`src/fpec_pkg.sv`:
```
// package for the flash program/erase control block
// assumes a 16-bit register port and a 100 MHz system clock
package fpec_pkg;
	// ****************************************
	// register map
	// ****************************************
	localparam logic [3:0] ADDR_CONTROL = 4'h0;
	localparam logic [3:0] ADDR_KEY = 4'h1;
	localparam logic [3:0] ADDR_IRQ_STATUS = 4'h2;
	localparam logic [3:0] ADDR_IRQ_CLEAR = 4'h3;
	localparam logic [3:0] ADDR_IRQ_ENABLE = 4'h4;
	// ****************************************
	// control fields
	// ****************************************
	localparam int BIT_START = 15;
	localparam int BIT_ENABLE = 14;
	localparam int BIT_SEQ_ERR = 13;
	localparam int BIT_ERASE_SEL = 6;
	localparam logic [15:0] CONTROL_RESET = 16'h0000;
	localparam logic [7:0] KEY_FIRST = 8'h55;
	localparam logic [7:0] KEY_SECOND = 8'hAA;
	localparam logic [3:0] OP_GEN_SEGMENT = 4'hD;
	localparam logic [3:0] OP_PAGE = 4'h2;
	localparam logic [3:0] OP_WORD = 4'h3;
	// irq bits: 0 done, 1 sequence error
	localparam int IRQ_DONE = 0;
	localparam int IRQ_ERR = 1;
	localparam logic [1:0] IRQ_RESET = 2'h0;
	// ****************************************
	// timing
	// ****************************************
	localparam int CLK_MHZ = 100;
	localparam int PAGE_ERASE_US = 20000;
	localparam int WORD_PROG_US = 40;
	localparam int SEG_ERASE_US = 20000;
	localparam int PAGE_ERASE_CYC = PAGE_ERASE_US * CLK_MHZ;
	localparam int WORD_PROG_CYC = WORD_PROG_US * CLK_MHZ;
	localparam int SEG_ERASE_CYC = SEG_ERASE_US * CLK_MHZ;

	typedef enum logic [1:0] {
		FPEC_OP_NONE = 2'b00,
		FPEC_OP_WORD = 2'b01,
		FPEC_OP_PAGE = 2'b10,
		FPEC_OP_SEG = 2'b11
	} fpec_op_e;

	typedef struct packed {
		logic [3:0] addr;
		logic [15:0] wdata;
		logic wr;
		logic rd;
	} fpec_bus_s;
endpackage

```
`src/fpec_core.sv`:
```
// control register, unlock key and sequencer for flash program/erase
// assumes the register port master keeps the one-cycle strobe protocol
`timescale 1ns/1ps
// What this block does
// - setting start begins selected operation, timed internally, start clears at end
// - start reads zero whenever no operation is running
// - operations run only while enable bit is one
// - improper start attempt or termination sets sequence error flag
// - sequence error flag stays zero after a clean operation
// - erase select one makes next start run erase by op code
// - erase select zero makes next start run program by op code
// - erase with code 1101 erases general segment
// - erase with code 0010 erases one page
// - bits 12 to 7 and 5 to 4 ignore writes, read zero
// - program with code 0011 programs one word
module fpec_core #(
	parameter int PAGE_CYCLES = fpec_pkg::PAGE_ERASE_CYC,
	parameter int WORD_CYCLES = fpec_pkg::WORD_PROG_CYC,
	parameter int SEG_CYCLES = fpec_pkg::SEG_ERASE_CYC
)(
	input wire logic clk,
	input wire logic reset,
	input wire logic clk_en,
	input wire logic [3:0] reg_addr,
	input wire logic [15:0] reg_wdata,
	input wire logic reg_wr,
	input wire logic reg_rd,
	output logic [15:0] reg_rdata,
	input wire logic flash_fault,
	output logic flash_busy,
	output logic [1:0] flash_op,
	output logic irq
);
	localparam int TW = 24;

	// ****************************************
	// bus capture
	// ****************************************
	fpec_pkg::fpec_bus_s bus;
	assign bus = '{addr: reg_addr, wdata: reg_wdata, wr: reg_wr, rd: reg_rd};

	// one write decoder for every register, so no two can disagree
	function automatic logic wr_hit(input fpec_pkg::fpec_bus_s b,
		input logic [3:0] a);
		return b.wr && b.addr == a;
	endfunction

	logic ctl_wr;
	logic key_wr;
	logic irq_clr_wr;
	logic irq_en_wr;
	assign ctl_wr = wr_hit(bus, fpec_pkg::ADDR_CONTROL);
	assign key_wr = wr_hit(bus, fpec_pkg::ADDR_KEY);
	assign irq_clr_wr = wr_hit(bus, fpec_pkg::ADDR_IRQ_CLEAR);
	assign irq_en_wr = wr_hit(bus, fpec_pkg::ADDR_IRQ_ENABLE);

	// ****************************************
	// control register fields
	// ****************************************
	logic start_reg;
	logic enable_reg;
	logic seq_err_reg;
	logic erase_sel_reg;
	logic [3:0] operation_code_reg;

	// ****************************************
	// unlock key tracking
	// ****************************************
	logic key_half_reg;
	logic unlocked_reg;

	always_ff @(posedge clk or posedge reset)
	begin
		if (reset)
		begin
			key_half_reg <= 1'b0;
			unlocked_reg <= 1'b0;
		end
		else if (clk_en)
		begin
			// any other access in between breaks the sequence
			if (key_wr)
			begin
				key_half_reg <= bus.wdata[7:0] == fpec_pkg::KEY_FIRST;
				unlocked_reg <= key_half_reg &&
					bus.wdata[7:0] == fpec_pkg::KEY_SECOND;
			end
			else if (bus.wr || bus.rd)
			begin
				// the unlock is spent by the very next access, used or not
				key_half_reg <= 1'b0;
				unlocked_reg <= 1'b0;
			end
		end
	end

	// ****************************************
	// operation decode
	// ****************************************
	function automatic fpec_pkg::fpec_op_e decode_op(input logic erase,
		input logic [3:0] code);
		fpec_pkg::fpec_op_e op;
		op = fpec_pkg::FPEC_OP_NONE;
		if (erase)
		begin
			if (code == fpec_pkg::OP_GEN_SEGMENT)
				op = fpec_pkg::FPEC_OP_SEG;
			else if (code == fpec_pkg::OP_PAGE)
				op = fpec_pkg::FPEC_OP_PAGE;
		end
		else if (code == fpec_pkg::OP_WORD)
		begin
			op = fpec_pkg::FPEC_OP_WORD;
		end
		return op;
	endfunction

	// unlisted codes still take one cycle so start reads back and clears
	function automatic logic [TW-1:0] op_cycles(input fpec_pkg::fpec_op_e op);
		logic [TW-1:0] c;
		c = TW'(1);
		case (op)
			fpec_pkg::FPEC_OP_WORD: c = TW'(WORD_CYCLES);
			fpec_pkg::FPEC_OP_PAGE: c = TW'(PAGE_CYCLES);
			fpec_pkg::FPEC_OP_SEG: c = TW'(SEG_CYCLES);
			default: c = TW'(1);
		endcase
		return c;
	endfunction

	// the new fields of this write select the operation
	fpec_pkg::fpec_op_e new_op;
	assign new_op = decode_op(bus.wdata[fpec_pkg::BIT_ERASE_SEL],
		bus.wdata[3:0]);

	logic start_try;
	logic start_ok;
	assign start_try = ctl_wr && bus.wdata[fpec_pkg::BIT_START] && !start_reg;
	assign start_ok = start_try && enable_reg && bus.wdata[fpec_pkg::BIT_ENABLE]
		&& unlocked_reg;

	// ****************************************
	// sequencer state
	// ****************************************
	typedef enum logic [1:0] {
		FPEC_IDLE = 2'b00,
		FPEC_RUN = 2'b01
	} fpec_state_e;
	fpec_state_e state_reg;

	logic tmr_busy;
	logic tmr_done;
	logic abort;
	logic fault_meta_reg;
	logic fault_sync_reg;
	// dropping enable mid-operation is an improper termination
	assign abort = state_reg == FPEC_IDLE ? 1'b0 :
		(fault_sync_reg || (ctl_wr && !bus.wdata[fpec_pkg::BIT_ENABLE]));

	// one shared timer: operations never overlap, so one counter suffices
	fpec_timer #(
		.WIDTH(TW)
	) u_timer (
		.clk(clk),
		.reset(reset),
		.clk_en(clk_en),
		.load(start_ok),
		.cycles(op_cycles(new_op)),
		.abort(abort),
		.busy(tmr_busy),
		.done(tmr_done)
	);

	// fault pin comes from the flash macro, another timing domain
	always_ff @(posedge clk or posedge reset)
	begin
		if (reset)
		begin
			fault_meta_reg <= 1'b0;
			fault_sync_reg <= 1'b0;
		end
		else if (clk_en)
		begin
			fault_meta_reg <= flash_fault;
			fault_sync_reg <= fault_meta_reg;
		end
	end

	always_ff @(posedge clk or posedge reset)
	begin
		if (reset)
		begin
			state_reg <= FPEC_IDLE;
			flash_op <= 2'b00;
			flash_busy <= 1'b0;
		end
		else if (clk_en)
		begin
			case (state_reg)
				FPEC_IDLE:
				begin
					if (start_ok)
					begin
						state_reg <= FPEC_RUN;
						flash_op <= new_op;
						flash_busy <= 1'b1;
					end
				end
				FPEC_RUN:
				begin
					// the idle-timer fallback guards against a lost done pulse
					if (abort || tmr_done || (!tmr_busy && !start_ok))
					begin
						state_reg <= FPEC_IDLE;
						flash_op <= 2'b00;
						flash_busy <= 1'b0;
					end
				end
				default:
				begin
					state_reg <= FPEC_IDLE;
					flash_op <= 2'b00;
					flash_busy <= 1'b0;
				end
			endcase
		end
	end

	// ****************************************
	// control register update
	// ****************************************
	always_ff @(posedge clk or posedge reset)
	begin
		if (reset)
		begin
			start_reg <= fpec_pkg::CONTROL_RESET[fpec_pkg::BIT_START];
			enable_reg <= fpec_pkg::CONTROL_RESET[fpec_pkg::BIT_ENABLE];
			erase_sel_reg <= fpec_pkg::CONTROL_RESET[fpec_pkg::BIT_ERASE_SEL];
			operation_code_reg <= fpec_pkg::CONTROL_RESET[3:0];
		end
		else if (clk_en)
		begin
			if (ctl_wr)
			begin
				enable_reg <= bus.wdata[fpec_pkg::BIT_ENABLE];
				// erase select and op code are frozen while an operation runs
				if (!start_reg)
				begin
					erase_sel_reg <= bus.wdata[fpec_pkg::BIT_ERASE_SEL];
					operation_code_reg <= bus.wdata[3:0];
				end
			end
			// start clears only on done or abort, never by software
			if (start_ok)
				start_reg <= 1'b1;
			else if (abort || tmr_done)
				start_reg <= 1'b0;
		end
	end

	// error flag: hardware set wins over software clear
	always_ff @(posedge clk or posedge reset)
	begin
		if (reset)
			seq_err_reg <= fpec_pkg::CONTROL_RESET[fpec_pkg::BIT_SEQ_ERR];
		else if (clk_en)
		begin
			if ((start_try && !start_ok) || abort)
				seq_err_reg <= 1'b1;
			else if (start_ok)
				seq_err_reg <= 1'b0;
			else if (ctl_wr && !bus.wdata[fpec_pkg::BIT_SEQ_ERR])
				seq_err_reg <= 1'b0;
		end
	end

	// ****************************************
	// interrupts
	// ****************************************
	logic [1:0] irq_status_reg;
	logic [1:0] irq_enable_reg;
	logic [1:0] irq_event;
	logic [1:0] irq_clear;
	logic [1:0] irq_status_next;
	logic [1:0] irq_enable_next;
	assign irq_event = {(start_try && !start_ok) || abort, tmr_done};
	assign irq_clear = irq_clr_wr ? bus.wdata[1:0] : 2'b00;
	// an event in the cycle of its own clear stays set
	assign irq_status_next = (irq_status_reg & ~irq_clear) | irq_event;
	assign irq_enable_next = irq_en_wr ? bus.wdata[1:0] : irq_enable_reg;

	always_ff @(posedge clk or posedge reset)
	begin
		if (reset)
		begin
			irq_status_reg <= fpec_pkg::IRQ_RESET;
			irq_enable_reg <= fpec_pkg::IRQ_RESET;
			irq <= 1'b0;
		end
		else if (clk_en)
		begin
			irq_status_reg <= irq_status_next;
			irq_enable_reg <= irq_enable_next;
			// built from next values so the pin tracks the status register
			irq <= |(irq_status_next & irq_enable_next);
		end
	end

	// ****************************************
	// read port
	// ****************************************
	always_ff @(posedge clk or posedge reset)
	begin
		if (reset)
			reg_rdata <= 16'h0000;
		else if (clk_en)
		begin
			reg_rdata <= 16'h0000;
			if (bus.rd)
			begin
				case (bus.addr)
					fpec_pkg::ADDR_CONTROL:
						reg_rdata <= {start_reg, enable_reg, seq_err_reg, 6'h00,
							erase_sel_reg, 2'h0, operation_code_reg};
					fpec_pkg::ADDR_IRQ_STATUS:
						reg_rdata <= {14'h0000, irq_status_reg};
					fpec_pkg::ADDR_IRQ_ENABLE:
						reg_rdata <= {14'h0000, irq_enable_reg};
					// key and clear are write-only and read as zero
					fpec_pkg::ADDR_KEY,
					fpec_pkg::ADDR_IRQ_CLEAR:
						reg_rdata <= 16'h0000;
					// unmapped reads return zero
					default: reg_rdata <= 16'h0000;
				endcase
			end
		end
	end
endmodule

```
`src/fpec_timer.sv`:
```
// self-timed down counter for one flash operation
// assumes load is a single-cycle pulse from the same clock
`timescale 1ns/1ps
module fpec_timer #(
	parameter int WIDTH = 24
)(
	input wire logic clk,
	input wire logic reset,
	input wire logic clk_en,
	input wire logic load,
	input wire logic [WIDTH-1:0] cycles,
	input wire logic abort,
	output logic busy,
	output logic done
);
	logic [WIDTH-1:0] count_reg;

	always_ff @(posedge clk or posedge reset)
	begin
		if (reset)
		begin
			count_reg <= '0;
			busy <= 1'b0;
			done <= 1'b0;
		end
		else if (clk_en)
		begin
			done <= 1'b0;
			if (load)
			begin
				count_reg <= cycles;
				busy <= 1'b1;
			end
			else if (busy && abort)
			begin
				busy <= 1'b0;
			end
			else if (busy)
			begin
				if (count_reg <= 1)
				begin
					busy <= 1'b0;
					done <= 1'b1;
				end
				count_reg <= count_reg - 1'b1;
			end
		end
	end
endmodule

```
`config.mk`:
```
export PLATFORM = sky130hd
export DESIGN_NAME = fpec_core
export DESIGN_NICKNAME = d
export VERILOG_FILES = /design/src/fpec_pkg.sv /design/src/fpec_core.sv /design/src/fpec_timer.sv
export SDC_FILE = /design/constraint.sdc
export NUM_CORES = 1
export LEC_CHECK = 0
export BUFFER_PORTS_ARGS = -buffer_cell sky130_fd_sc_hd__buf_2
export CELL_PAD_IN_SITES_DETAIL_PLACEMENT = 1
export CELL_PAD_IN_SITES_GLOBAL_PLACEMENT = 1
export CORE_ASPECT_RATIO = 2
export CORE_UTILIZATION = 39
export DETAILED_ROUTE_END_ITERATION = 10
export GPL_TIMING_DRIVEN = 0
export PLACE_DENSITY = 0.83
export SYNTH_ARGS = -nofsm -noshare
export SYNTH_HDL_FRONTEND = slang
export SYNTH_SLANG_ARGS = --single-unit
```
`constraint.sdc`:
```
create_clock -name clk -period 2.1 [get_ports clk]
set_input_delay 0.42 -clock clk [delete_from_list [all_inputs] [get_ports clk]]
set_output_delay 0.42 -clock clk [all_outputs]
set_load 0.005 [all_outputs]
```
==> reports/metrics.yaml <==
drt:
  wl_per_cell_um: 20.3
  ant_nets: 0
  wl_mm: 9.01
  via_per_inst: 5.97
  num_vias: 2649
  firstDrtPassIters: 4
  detail_route.drc_violations: 0
  drtIter0Drc: 69
logic_synthesis:
  yosysTopAreaCell: "dfrtp_1"
  ys_top_cells_by_count: "dfrtp_1 (54), nor2_1 (26), o21ai_0 (21)"
  yosysWarnings: 0
  syn_avg_cell_area_sq_um: 9.81
  ys_types: 60
  synth_edf_count: 0
  yosysSeqAreaShare_pct: 45.3
  synth_flop_cell: "dfrtp_1"
  netlist_area_sq_um: 2980
  synth.most_common_cell: "dfrtp_1"
  synth_top_area_share_pct: 45.3
  synthCells: 304
  async_reset_ff_share_pct: 100
  yosys-top-cells-area: "dfrtp_1 (45%), mux2_2 (4.2%), o21ai_0 (3.5%)"
  synth-seq-cells: 54
setup_path:
  crit_path_start_kind: "register"
  criticalPathCategory: "register to register"
  crit_path_cell_trace: "or4_4, nand3b_1, or4_4, a21oi_2, o21ai_0"
  end_kind: "register"
  slowest_delay_ps: 570
  worstPathArrival_ps: 2190
  crit_fanout: 4
  crit_top_cell: "or4_4"
  cp_data_required_time_ps: 2270
  cp_slowest_cell: "or4_4"
sta:
  finalSetupViolCount: 0
  period_share_pct: 96.2
  fmax_mhz: 495
  drv_slew: 0
  slew_headroom_pct: 48.3
  hold_viol: 0
  fin_hold_ws_ps: 126
  period_needed_ps: 2020
  rsz0062_at_grt: "yes"
  clock_skew_ps: 7.15
  tightest_slew_ps: 773
finish:
  area_delta_synth_final_pct: 20.1
  fill_cells: 853
  drive_above_1_share_pct: 26.7
  final_cell_area_sq_um: 3580
  nets: 379
  num_antenna_cells: 0
  largest_reg_flops: 24
global_routing:
  grt_antenna_before_repair: 0
  grt.overflow.total: 0
  grt_pass1_wl_mm: 15.2
  grtUsageTotal_pct: 25.2
  grt_pass1_vias: 3016
  grt_max_degree: 35
floorplanning:
  core_area_sq_um: 7320
  dieArea_sq_um: 8020
  die_height_um: 126
  start_util_pct: 40.7
  die_width_um: 63.8
  rows: 44
  io_pins: 46
clocking:
  clock_sinks: 54
  clkLatencyLatePin_ps: 310
  cts_buffers: 5
  clockBufferDepth: 2
  root_buffer: "clkbuf_16"
  cts_tree: "built"
  cts.clk_slew.worst_paths_ps: 70
  htree_levels: 2
power_and_ir_drop:
  leakage_nw: 1.58
  ir_drop_mv: 0.472
  power_density_nw_per_um2: 1000
flow_run:
  max-cap-violations: 0
placement:
  port_buffers: 30
  place_hpwl_mm: 6.87
  placed_area_sq_um: 3290
  gp_congestion: 0.887
run_status:
  status: "completed"
min_path:
  hold_path.class: "primary input to asynchronous set/reset pin"
## metal layers
| metal | routed length [um] | share of wire [%] | GRT usage, % | vias to the layer above |
|---|---|---|---|---|
| met2 | 5110 | 57 | 47.0 | 80 |
| met5 | 0 | 0 | 0 | - |
| met1 | 2960 | 33 | 23.6 | 1315 |
| li1 | - | - | - | 1211 |
| met3 | 228 | 2.5 | 3.17 | 43 |
| met4 | 711 | 7.9 | 20.2 | 0 |
## worst max-delay path: cells and delay by family, from the launching register on
family	cells	cell delay (ps)
flip-flops	1	420
AO/OA/AOI/OAI	2	240
AND/OR/NAND/NOR	3	1240
## final timing paths
check	end	startpoint	slack, ps	cells after the start
min in group clk	fault_meta_reg$_DFFE_PP0P_	flash_fault	350	2
max in group asynchronous	u_timer.count_reg[2]$_DFFE_PP0P_	reset	1420	3
worst min register to register	reg_rdata[0]$_DFFE_PP0P_	reg_rdata[0]$_DFFE_PP0P_	490	1
worst min-delay path	fault_meta_reg$_DFFE_PP0P_	reset	130	2
worst max register to register	u_timer.busy$_DFFE_PP0P_	u_timer.count_reg[16]$_DFFE_PP0P_	80	5
worst max-delay path	u_timer.busy$_DFFE_PP0P_	u_timer.count_reg[16]$_DFFE_PP0P_	80	5
## cell usage in the layout (no fill, tap or decap), types with 10 or more instances in the layout
| master | synthesis | layout |
|---|---|---|
| a21oi_1 | 12 | 11 |
| nor2_1 | 26 | 25 |
| mux2_2 | 11 | 11 |
| nand2_1 | 18 | 18 |
| buf_2 | 3 | 34 |
| buf_4 | 8 | 10 |
| nand3_1 | 11 | 11 |
| nor3_1 | 13 | 10 |
| dfrtp_1 | 54 | 52 |
| a22o_1 | 12 | 12 |
| o21ai_0 | 21 | 21 |
## power by group
group          total [W]  switching [W]  internal [W]
Sequential       0.00155       0.000271       0.00128
Combinational    0.00104       0.000592      0.000450
Clock           0.000999       0.000426      0.000573
Total            0.00360        0.00129       0.00231
## repair_timing
action,in CTS,in global routing
setup buffers,2,0
resized for setup,14,10
pin swaps,1,0
hold buffers,0,0
endpoints found under the setup margin,24,26
## area by class of cell
| type | count | area [sq um] | area share [%] |
|---|---|---|---|
| multi-input cells | 228 | 1590 | 44.5 |
| flip-flops and latches | 54 | 1350 | 37.8 |
| repair buffers | 33 | 185 | 5.17 |
| plain buffers | 21 | 131 | 3.67 |
| clock buffers | 5 | 125 | 3.50 |
| well taps | 92 | 115 | 3.22 |
| clock inverters | 3 | 47.5 | 1.33 |
| inverters | 8 | 30.0 | 0.839 |
## stage by stage
stage	util, %	instances	worst slack [ps]	total power (W)	setup TNS [ps]
floorplan	-	311	52.4	0.00217	0
global route	48.9	444	-1.15	0.00378	-1.15
global placement	44.7	433	-429	0.00243	-25860
CTS	48.4	444	6.22	0.00357	0
finish	48.9	444	79.2	0.00360	0
detailed placement	45.0	434	-460	0.00248	-10380
## cells by family (layout without fill, tap and decap cells)
kind of cell | count (synthesis) | in the layout | synth area share, %
DFF | 54 | 54 | 45.3
xor gates and xnor gates | 10 | 10 | 2.94
AOI/OAI and AO/OA | 78 | 78 | 18.4
buffers and inverters | 29 | 70 | 5.29
and+or+nand+nor | 116 | 116 | 21.9
muxes | 14 | 14 | 5.16
adders and majority gates | 2 | 2 | 0.839
other | 1 | 8 | 0.126
Note: power is estimated with default switching activity, not from simulation.
